<file path="src/logic/comp_pkg.sv">
// shared constants for the dual comparator control block
package comp_pkg;
  localparam int          ADDR_W          = 8;
  localparam int          DATA_W          = 32;
  localparam int          REG_W           = 8;
  localparam int          NUM_COMP        = 2;
  // register byte addresses
  localparam logic [7:0]  OFF_CTRL_ONE    = 8'h00;
  localparam logic [7:0]  OFF_CTRL_TWO    = 8'h04;
  localparam logic [7:0]  OFF_SHARED      = 8'h08;
  localparam logic [7:0]  OFF_FLAGS       = 8'h0C;
  localparam logic [7:0]  OFF_ANALOG_SEL  = 8'h10;
  localparam logic [7:0]  OFF_PORT_READ   = 8'h14;
  // control register fields
  localparam int          B_ENABLE        = 7;
  localparam int          B_RESULT        = 6;
  localparam int          B_PIN_DRIVE     = 5;
  localparam int          B_INVERT        = 4;
  localparam int          B_SPEED         = 3;
  localparam int          B_REF_SEL       = 2;
  localparam int          B_CHAN_HI       = 1;
  localparam int          B_CHAN_LO       = 0;
  // shared register fields, comparator one first
  localparam int          B_MIRROR_ONE    = 7;
  localparam int          B_MIRROR_TWO    = 6;
  localparam int          B_RSEL_ONE      = 5;
  localparam int          B_RSEL_TWO      = 4;
  localparam int          B_HYS_ONE       = 3;
  localparam int          B_HYS_TWO       = 2;
  localparam int          B_SYNC_ONE      = 1;
  localparam int          B_SYNC_TWO      = 0;
  // reset values
  localparam logic [7:0]  RST_CTRL        = 8'h08;
  localparam logic [7:0]  RST_SHARED      = 8'h00;
  localparam logic [7:0]  RST_ANALOG_SEL  = 8'hFF;
  // bus responses
  localparam logic [1:0]  RESP_OKAY       = 2'b00;
  localparam logic [1:0]  RESP_DECERR     = 2'b11;
endpackage : comp_pkg

</file>
<file path="src/logic/comp_ch_if.sv">
// link between the register core and one comparator channel
`timescale 1ns/10ps
`default_nettype none
interface comp_ch_if;
  logic enable;       // comparator on
  logic invert;       // output polarity
  logic sync_en;      // latch on timer clock falling edge
  logic raw_above;    // analog decision, noninverting above inverting
  logic access;       // control register read or write, one cycle
  logic result;       // final output bit
  logic change;       // one-cycle pulse on new mismatch
  modport core (output enable, invert, sync_en, raw_above, access,
                input result, change);
  modport chan (input enable, invert, sync_en, raw_above, access,
                output result, change);
endinterface : comp_ch_if
`default_nettype wire

</file>
<file path="src/logic/comp_channel.sv">
// one comparator: polarity, timer sync and change detection
`timescale 1ns/10ps
`default_nettype none
module comp_channel
  import comp_pkg::*;
(
  input  wire logic clk,
  input  wire logic rst_b,
  input  wire logic timer_fall,
  comp_ch_if.chan   ch
);
  logic decided;
  logic result_r;
  logic stored_r;
  logic mismatch_q_r;
  logic mismatch;

  // when off, the output level is the polarity bit, so software can
  // preset the mismatch latch before turning the comparator on
  assign decided = ch.enable ? (ch.raw_above ^ ch.invert)
                             : ch.invert;

  // output latch: sampled every cycle, or only on timer falling edge
  always_ff @(posedge clk or negedge rst_b) begin
    if (!rst_b) begin
      result_r <= 1'b0;
    end else if (!ch.sync_en || timer_fall) begin
      result_r <= decided;
    end
  end

  // stored copy refreshed by any access to the own control register
  always_ff @(posedge clk or negedge rst_b) begin
    if (!rst_b) begin
      stored_r <= 1'b0;
    end else if (ch.access) begin
      stored_r <= result_r;
    end
  end

  // edge of the mismatch, not its level, raises the flag
  assign mismatch = stored_r ^ result_r;
  always_ff @(posedge clk or negedge rst_b) begin
    if (!rst_b) begin
      mismatch_q_r <= 1'b0;
    end else begin
      mismatch_q_r <= mismatch;
    end
  end

  assign ch.result = result_r;
  assign ch.change = mismatch & ~mismatch_q_r;
endmodule : comp_channel
`default_nettype wire

</file>
<file path="src/logic/comp_port_read.sv">
// port read path that hides pins set as analog inputs
`timescale 1ns/10ps
`default_nettype none
module comp_port_read
  import comp_pkg::*;
(
  input  wire logic             clk,
  input  wire logic             rst_b,
  input  wire logic [REG_W-1:0] pin_level,
  input  wire logic [REG_W-1:0] analog_sel,
  output logic      [REG_W-1:0] port_value
);
  // registered so the bus sees a stable sample, not a live pin
  always_ff @(posedge clk or negedge rst_b) begin
    if (!rst_b) begin
      port_value <= '0;
    end else begin
      port_value <= pin_level & ~analog_sel;
    end
  end
endmodule : comp_port_read
`default_nettype wire

</file>
<file path="src/logic/comp_ctrl_top.sv">
// register bank and pin logic for two analog comparators
//
// The register addresses and the AXI4-Lite interface to the registers were left to the implementer.
`timescale 1ns/10ps
`default_nettype none
module comp_ctrl_top
  import comp_pkg::*;
(
  input  wire logic              clk,
  input  wire logic              rst_b,
  // axi4-lite slave
  input  wire logic [ADDR_W-1:0] s_axi_awaddr,
  input  wire logic              s_axi_awvalid,
  output logic                   s_axi_awready,
  input  wire logic [DATA_W-1:0] s_axi_wdata,
  input  wire logic [3:0]        s_axi_wstrb,
  input  wire logic              s_axi_wvalid,
  output logic                   s_axi_wready,
  output logic [1:0]             s_axi_bresp,
  output logic                   s_axi_bvalid,
  input  wire logic              s_axi_bready,
  input  wire logic [ADDR_W-1:0] s_axi_araddr,
  input  wire logic              s_axi_arvalid,
  output logic                   s_axi_arready,
  output logic [DATA_W-1:0]      s_axi_rdata,
  output logic [1:0]             s_axi_rresp,
  output logic                   s_axi_rvalid,
  input  wire logic              s_axi_rready,
  // analog core and pins
  input  wire logic [1:0]        comp_raw_above,
  input  wire logic [1:0]        pin_direction_control,
  input  wire logic              timer_one_clock,
  input  wire logic [REG_W-1:0]  port_pin_level,
  output logic [1:0]             comp_enable,
  output logic [1:0]             comp_speed_select,
  output logic [1:0]             comp_ref_select,
  output logic [1:0]             comp_channel_select_one,
  output logic [1:0]             comp_channel_select_two,
  output logic [1:0]             ref_source_select,
  output logic [1:0]             hysteresis_enable,
  output logic [1:0]             comp_pin_out,
  output logic [1:0]             comp_pin_oe,
  output logic [1:0]             comp_change_flag,
  output logic                   timer_one_tick
);
  ////////////////////////////////////////////////////////////////////////////
  // registers and state
  logic [REG_W-1:0]  ctrl_r [NUM_COMP];
  logic [REG_W-1:0]  shared_r;
  logic [REG_W-1:0]  analog_sel_r;
  logic [1:0]        flag_r;
  logic [REG_W-1:0]  port_value;
  logic [ADDR_W-1:0] awaddr_r;
  logic [DATA_W-1:0] wdata_r;
  logic [3:0]        wstrb_r;
  logic              aw_full_r;
  logic              w_full_r;
  logic              bvalid_r;
  logic [1:0]        bresp_r;
  logic              rvalid_r;
  logic [1:0]        rresp_r;
  logic [DATA_W-1:0] rdata_r;
  logic              tclk_q_r;
  logic              timer_fall;
  logic              wr_go;
  logic              rd_go;
  logic [1:0]        result;
  logic [1:0]        change;
  logic [1:0]        ctrl_access;
  logic [REG_W-1:0]  rd_byte;
  comp_ch_if         ch_if [NUM_COMP] ();

  ////////////////////////////////////////////////////////////////////////////
  // address decode, shared by the read and write paths
  function automatic logic is_mapped(input logic [ADDR_W-1:0] a);
    if (a == OFF_CTRL_ONE || a == OFF_CTRL_TWO) begin
      return 1'b1;
    end else if (a == OFF_SHARED || a == OFF_FLAGS) begin
      return 1'b1;
    end else if (a == OFF_ANALOG_SEL || a == OFF_PORT_READ) begin
      return 1'b1;
    end else begin
      return 1'b0;
    end
  endfunction : is_mapped

  // which control register, if any, an address hits
  function automatic logic [1:0] ctrl_hit(input logic [ADDR_W-1:0] a);
    if (a == OFF_CTRL_ONE) begin
      return 2'b01;
    end else if (a == OFF_CTRL_TWO) begin
      return 2'b10;
    end else begin
      return 2'b00;
    end
  endfunction : ctrl_hit

  ////////////////////////////////////////////////////////////////////////////
  // write channel: address and data taken in either order
  assign s_axi_awready = !aw_full_r && !bvalid_r;
  assign s_axi_wready  = !w_full_r && !bvalid_r;
  assign wr_go         = aw_full_r && w_full_r && !bvalid_r;

  always_ff @(posedge clk or negedge rst_b) begin
    if (!rst_b) begin
      aw_full_r <= 1'b0;
      awaddr_r  <= '0;
    end else if (s_axi_awvalid && s_axi_awready) begin
      aw_full_r <= 1'b1;
      awaddr_r  <= s_axi_awaddr;
    end else if (wr_go) begin
      aw_full_r <= 1'b0;
    end
  end

  always_ff @(posedge clk or negedge rst_b) begin
    if (!rst_b) begin
      w_full_r <= 1'b0;
      wdata_r  <= '0;
      wstrb_r  <= '0;
    end else if (s_axi_wvalid && s_axi_wready) begin
      w_full_r <= 1'b1;
      wdata_r  <= s_axi_wdata;
      wstrb_r  <= s_axi_wstrb;
    end else if (wr_go) begin
      w_full_r <= 1'b0;
    end
  end

  // response held until the master takes it
  always_ff @(posedge clk or negedge rst_b) begin
    if (!rst_b) begin
      bvalid_r <= 1'b0;
      bresp_r  <= RESP_OKAY;
    end else if (wr_go) begin
      bvalid_r <= 1'b1;
      bresp_r  <= is_mapped(awaddr_r) ? RESP_OKAY : RESP_DECERR;
    end else if (s_axi_bready) begin
      bvalid_r <= 1'b0;
    end
  end

  assign s_axi_bvalid = bvalid_r;
  assign s_axi_bresp  = bresp_r;

  ////////////////////////////////////////////////////////////////////////////
  // register writes; only the low byte lane carries data
  always_ff @(posedge clk or negedge rst_b) begin
    if (!rst_b) begin
      ctrl_r[0] <= RST_CTRL;
      ctrl_r[1] <= RST_CTRL;
    end else if (wr_go && wstrb_r[0]) begin
      if (awaddr_r == OFF_CTRL_ONE) begin
        ctrl_r[0] <= wdata_r[REG_W-1:0];
      end else if (awaddr_r == OFF_CTRL_TWO) begin
        ctrl_r[1] <= wdata_r[REG_W-1:0];
      end
    end
  end

  // mirror bits are written into shared_r but never read back; reads take them live
  always_ff @(posedge clk or negedge rst_b) begin
    if (!rst_b) begin
      shared_r     <= RST_SHARED;
      analog_sel_r <= RST_ANALOG_SEL;
    end else if (wr_go && wstrb_r[0]) begin
      if (awaddr_r == OFF_SHARED) begin
        shared_r <= wdata_r[REG_W-1:0];
      end else if (awaddr_r == OFF_ANALOG_SEL) begin
        analog_sel_r <= wdata_r[REG_W-1:0];
      end
    end
  end

  // change flags: software may write 0 or 1; a change in the same cycle
  // as the clearing write still sets the flag
  always_ff @(posedge clk or negedge rst_b) begin
    if (!rst_b) begin
      flag_r <= 2'b00;
    end else if (wr_go && wstrb_r[0] && awaddr_r == OFF_FLAGS) begin
      flag_r <= wdata_r[1:0] | change;
    end else begin
      flag_r <= flag_r | change;
    end
  end

  ////////////////////////////////////////////////////////////////////////////
  // read channel: one read at a time, data registered
  assign rd_go         = s_axi_arvalid && !rvalid_r;
  assign s_axi_arready = !rvalid_r;

  // read byte; the result bit is overlaid from the live channel output
  always_comb begin
    rd_byte = '0;
    if (s_axi_araddr == OFF_CTRL_ONE) begin
      rd_byte           = ctrl_r[0];
      rd_byte[B_RESULT] = result[0];
    end else if (s_axi_araddr == OFF_CTRL_TWO) begin
      rd_byte           = ctrl_r[1];
      rd_byte[B_RESULT] = result[1];
    end else if (s_axi_araddr == OFF_SHARED) begin
      rd_byte               = shared_r;
      rd_byte[B_MIRROR_ONE] = result[0];
      rd_byte[B_MIRROR_TWO] = result[1];
    end else if (s_axi_araddr == OFF_FLAGS) begin
      rd_byte[1:0] = flag_r;
    end else if (s_axi_araddr == OFF_ANALOG_SEL) begin
      rd_byte = analog_sel_r;
    end else if (s_axi_araddr == OFF_PORT_READ) begin
      rd_byte = port_value;
    end
  end

  always_ff @(posedge clk or negedge rst_b) begin
    if (!rst_b) begin
      rvalid_r <= 1'b0;
      rdata_r  <= '0;
      rresp_r  <= RESP_OKAY;
    end else if (rd_go) begin
      rvalid_r <= 1'b1;
      rdata_r  <= {{(DATA_W-REG_W){1'b0}}, rd_byte};
      rresp_r  <= is_mapped(s_axi_araddr) ? RESP_OKAY : RESP_DECERR;
    end else if (s_axi_rready) begin
      rvalid_r <= 1'b0;
    end
  end

  assign s_axi_rvalid = rvalid_r;
  assign s_axi_rdata  = rdata_r;
  assign s_axi_rresp  = rresp_r;

  // only the own control register refreshes the stored copy; the shared
  // mirror read is left out on purpose
  assign ctrl_access = (rd_go ? ctrl_hit(s_axi_araddr) : 2'b00)
                     | (wr_go ? ctrl_hit(awaddr_r) : 2'b00);

  ////////////////////////////////////////////////////////////////////////////
  // timer clock edges, sampled as an ordinary input
  always_ff @(posedge clk or negedge rst_b) begin
    if (!rst_b) begin
      tclk_q_r <= 1'b0;
    end else begin
      tclk_q_r <= timer_one_clock;
    end
  end

  // rise counts the timer, fall latches the outputs, so a gated timer
  // never sees its gate move on its own counting edge
  assign timer_fall     = tclk_q_r & ~timer_one_clock;
  assign timer_one_tick = ~tclk_q_r & timer_one_clock;

  ////////////////////////////////////////////////////////////////////////////
  // comparator channels
  for (genvar i = 0; i < NUM_COMP; i++) begin : g_ch
    localparam int SYNC_BIT = (i == 0) ? B_SYNC_ONE : B_SYNC_TWO;
    localparam int RSEL_BIT = (i == 0) ? B_RSEL_ONE : B_RSEL_TWO;
    localparam int HYS_BIT  = (i == 0) ? B_HYS_ONE  : B_HYS_TWO;

    assign ch_if[i].enable    = ctrl_r[i][B_ENABLE];
    assign ch_if[i].invert    = ctrl_r[i][B_INVERT];
    assign ch_if[i].sync_en   = shared_r[SYNC_BIT];
    assign ch_if[i].raw_above = comp_raw_above[i];
    assign ch_if[i].access    = ctrl_access[i];
    assign result[i]          = ch_if[i].result;
    assign change[i]          = ch_if[i].change;

    comp_channel u_ch (
      .clk        (clk),
      .rst_b      (rst_b),
      .timer_fall (timer_fall),
      .ch         (ch_if[i])
    );

    // analog steering
    assign comp_enable[i]       = ctrl_r[i][B_ENABLE];
    assign comp_speed_select[i] = ctrl_r[i][B_SPEED];
    assign comp_ref_select[i]   = ctrl_r[i][B_REF_SEL];
    assign ref_source_select[i] = shared_r[RSEL_BIT];
    assign hysteresis_enable[i] = shared_r[HYS_BIT];

    // pin drive needs enable, comparator on and direction set to output
    assign comp_pin_out[i] = result[i];
    assign comp_pin_oe[i]  = ctrl_r[i][B_PIN_DRIVE]
                           & ctrl_r[i][B_ENABLE]
                           & ~pin_direction_control[i];
  end

  assign comp_channel_select_one = ctrl_r[0][B_CHAN_HI:B_CHAN_LO];
  assign comp_channel_select_two = ctrl_r[1][B_CHAN_HI:B_CHAN_LO];
  assign comp_change_flag        = flag_r;

  ////////////////////////////////////////////////////////////////////////////
  // port read path
  comp_port_read u_port (
    .clk        (clk),
    .rst_b      (rst_b),
    .pin_level  (port_pin_level),
    .analog_sel (analog_sel_r),
    .port_value (port_value)
  );
endmodule : comp_ctrl_top
`default_nettype wire

</file>
<file path="config.mk">
export PLATFORM = sky130hd
export DESIGN_NAME = comp_ctrl_top
export DESIGN_NICKNAME = d
export VERILOG_FILES = /design/src/logic/comp_pkg.sv /design/src/logic/comp_ch_if.sv /design/src/logic/comp_channel.sv /design/src/logic/comp_port_read.sv /design/src/logic/comp_ctrl_top.sv
export SDC_FILE = /design/constraint.sdc
export NUM_CORES = 1
export LEC_CHECK = 0
export BUFFER_PORTS_ARGS = -buffer_cell sky130_fd_sc_hd__buf_2
export CAP_MARGIN = 20
export CORE_ASPECT_RATIO = 1.1
export CORE_MARGIN = 2
export CORE_UTILIZATION = 45
export CTS_CLUSTER_DIAMETER = 40
export DETAILED_ROUTE_END_ITERATION = 6
export HOLD_SLACK_MARGIN = 0.12
export PLACE_DENSITY = 0.76
export SLEW_MARGIN = 20
export SYNTH_ARGS = -nofsm -noshare
export SYNTH_HDL_FRONTEND = slang
export SYNTH_SLANG_ARGS = --single-unit
</file>
<file path="constraint.sdc">
create_clock -name clk -period 1.7 [get_ports clk]
set_input_delay 0.17 -clock clk [delete_from_list [all_inputs] [get_ports clk]]
set_output_delay 0.17 -clock clk [all_outputs]
set_load 0.03 [all_outputs]
</file>
==> results.json <==
{
  "p_clk_share_pct": 23.4,
  "avgSynthCellArea_um2": 11.94,
  "grt_overflow": 0,
  "path_clk_slew_ns": 0.09,
  "grt_use_total_pct": 20.07,
  "fin_crit_sh_pct": 102.9,
  "cp-start-kind": "register",
  "worstSkewPairLatency_ns": 0.36,
  "io_pins": 134,
  "ys_seq_area_share_pct": 51.38,
  "cts_sinks": 76,
  "pwr-share-seq_pct": 44.4,
  "instances_no_fill": 554,
  "critPathKind": "reg -> reg",
  "die-height_um": 99.44,
  "skew_ns": 0.009310,
  "finalSetupViolCount": 13,
  "ys.flop_type": "dfrtp_1",
  "ys_seq_elements": 76,
  "synthCells": 312,
  "yosys.area.top_type": "dfrtp_1",
  "max_cap_viol_count": 0,
  "endpoint_kind": "register",
  "via_per_inst": 5.069,
  "yosysTopAreaCellShare_pct": 44.33,
  "cts_buffers": 9,
  "fill_cells": 637,
  "rows": 34,
  "firstDrtPassIters": 4,
  "setup_ws_ns": -0.04950,
  "htree_num_levels": 3,
  "cp.arrival_ns": 2.00,
  "clk_path_buf_depth": 2,
  "fin_crit_ns": 1.749,
  "core_area_um2": 7955,
  "wl_um": 8789,
  "hp-class": "in -> reg",
  "hold_violations": 0,
  "violations": "negative setup slack",
  "vdd_drop_max_mv": 0.5068,
  "intPower_w": 0.003890,
  "post_drt_wl_per_cell_um": 15.86,
  "total_leakage_power_nw": 2.302,
  "dp.cells": 506,
  "place_congestion": 0.8487,
  "yosysUniqueCellTypes": 49,
  "synth_warnings": 0,
  "power.net_switching_w": 0.002284,
  "grt_pass1_vias": 2794,
  "area.growth.synth_to_final_pct": 30.22,
  "ys_async_sr_fraction_pct": 100.0,
  "p_per_area_nw_per_um2": 1272,
  "drtIter0Drc": 257,
  "finalPower_w": 0.006173,
  "syn_area_um2": 3726,
  "vias": 2808,
  "die_w_um": 90.76,
  "die-area_um2": 9025,
  "required_ns": 1.95,
  "place_hpwl_um": 6187,
  "rsz0062_at_grt": "yes",
  "antenna_found_initial": 0,
  "antennaDiodeCount": 0,
  "finalNetCount": 513,
  "detail-route-antenna-nets": 0,
  "final-max-slew-violation-count": 0,
  "grt_pass1_wl_um": 13970,
  "grt_max_degree": 46,
  "start_util_pct": 46.84,
  "cts_root_buf": "clkbuf_8",
  "synthTopCellsByArea": "dfrtp_1 44%, mux2_2 13%, buf_4 7.7%",
  "worst_hold_slack_ns": 0.1890,
  "status": "finished, violations left",
  "cts_tree": "built",
  "crit_fanout": 7,
  "p_sw_share_pct": 37.00,
  "fmaxAchievable_mhz": 571.6,
  "fin_setup_tns_ns": -0.3637,
  "drc": 0,
  "port_buffers": 82,
  "drive_gt1_share_pct": 44.17,
  "combinationalPowerShare_pct": 32.3,
  "synth-edff-count": 0
}
[cells in the final DEF (no fill, tap or decap), types with 10 or more instances in the layout]
cell type / count
nor2b_1: 13
o21ai_0: 11
a22oi_1: 10
buf_4: 26
mux2_2: 36
dlygate4sd3_1: 30
conb_1: 24
dfrtp_1: 65
dfstp_2: 10
buf_2: 81
nand2_1: 24
[cells in the mapped netlist (all sizes together) (4+ instances only)]
cell type / n
dfrtp: 66
mux2: 46
buf: 38
nand2: 24
nor2b: 13
o21ai: 11
a22oi: 10
dfstp: 10
clkbuf: 9
nor2: 9
a21oi: 8
nand2b: 5
nor3: 5
o22a: 5
a31oi: 4
inv: 4
mux2i: 4
nand3b: 4
[final timing paths]
kind | start | end | slack [ns] | depth (start not counted)
setup / recovery | awaddr_r[6] | ctrl_r[5] | -0.05 | 5
hold / removal | s_axi_araddr[7] | s_axi_rresp[0] | 0.19 | 3
setup reg to reg | awaddr_r[6] | ctrl_r[5] | -0.05 | 5
hold reg to reg | g_ch[1].u_ch.stored_r | g_ch[1].u_ch.mismatch_q_r | 0.49 | 1
max in group asynchronous | rst_b | analog_sel_r[4] | 0.75 | 3
min in group asynchronous | rst_b | awaddr_r[7] | 0.30 | 2
[sequential cells by signal, indices dropped and copies added, names as in the netlist, 6 cells and up]
register,cells
analog_sel_r,8
awaddr_r,8
s_axi_rdata,8
shared_r,6
u_port.port_value,8
wdata_r,8
[cell type report]
cell class	instances	area [µm²]	area share (%)
clock buffer	9	123.9	2.553
clock inverter	7	82.58	1.702
inverter	4	15.01	0.3094
multi-input combinational	208	1597	32.90
sequential	76	1916	39.48
tap	108	135.1	2.785
timing repair buffer	142	983.4	20.27
[stage by stage]
step,utilization (%),cell area [µm²],setup slack [ns]
2_1_floorplan,-,3835,-0.04575
3_3_place_gp,53.95,4292,-0.009144
3_5_place_dp,53.95,4292,-0.05133
4_1_cts,60.51,4813,-0.04609
5_1_grt,60.99,4852,-0.07651
6_report,60.99,4852,-0.04950
[per-layer routing]
metal,GRT usage (%),wire length [µm],vias to the layer above
li1,-,-,1314
met1,25.56,3811,1362
met2,32.61,4187,113
met3,5.000,571,19
met4,8.994,219,0
met5,0,0,-
[repair_timing]
action,CTS,global route
hold buffers,30,0
gates resized for setup,2,8
setup buffers,1,1
pin swaps,0,2
hold endpoints to repair,60,0
endpoints found under the setup margin,14,28
[power groups by stage]
stage / clock [W] / sequential, W / combinational [W]
2_1_floorplan: 0 / 0.00281 / 0.00122
6_report: 0.00144 / 0.00274 / 0.00199
5_1_grt: 0.00154 / 0.00281 / 0.00214
3_5_place_dp: 0 / 0.00276 / 0.00190
4_1_cts: 0.00147 / 0.00272 / 0.00197
3_3_place_gp: 0 / 0.00272 / 0.00185
[worst max-delay path: stages (launching register included)]
cell and delay, ns:
dfrtp_1 0.42, nor4_4 0.32, and2b_1 0.19, nor3b_4 0.22, buf_12 0.16, mux2_2 0.33
[cells by family (layout without fill, tap and decap cells)]
kind of cell / Yosys count / after routing / synth area share (%)
flops: 76 / 76 / 51.38
simple gates: 78 / 78 / 13.33
mux: 50 / 50 / 15.08
other cells: 1 / 24 / 0.1006
fa+ha+maj: 1 / 1 / 0.2686
xor+xnor: 4 / 4 / 0.9404
buf+inv: 51 / 162 / 9.503
compound gates: 51 / 51 / 9.402
No activity file was read; power rests on OpenSTA's default activity.
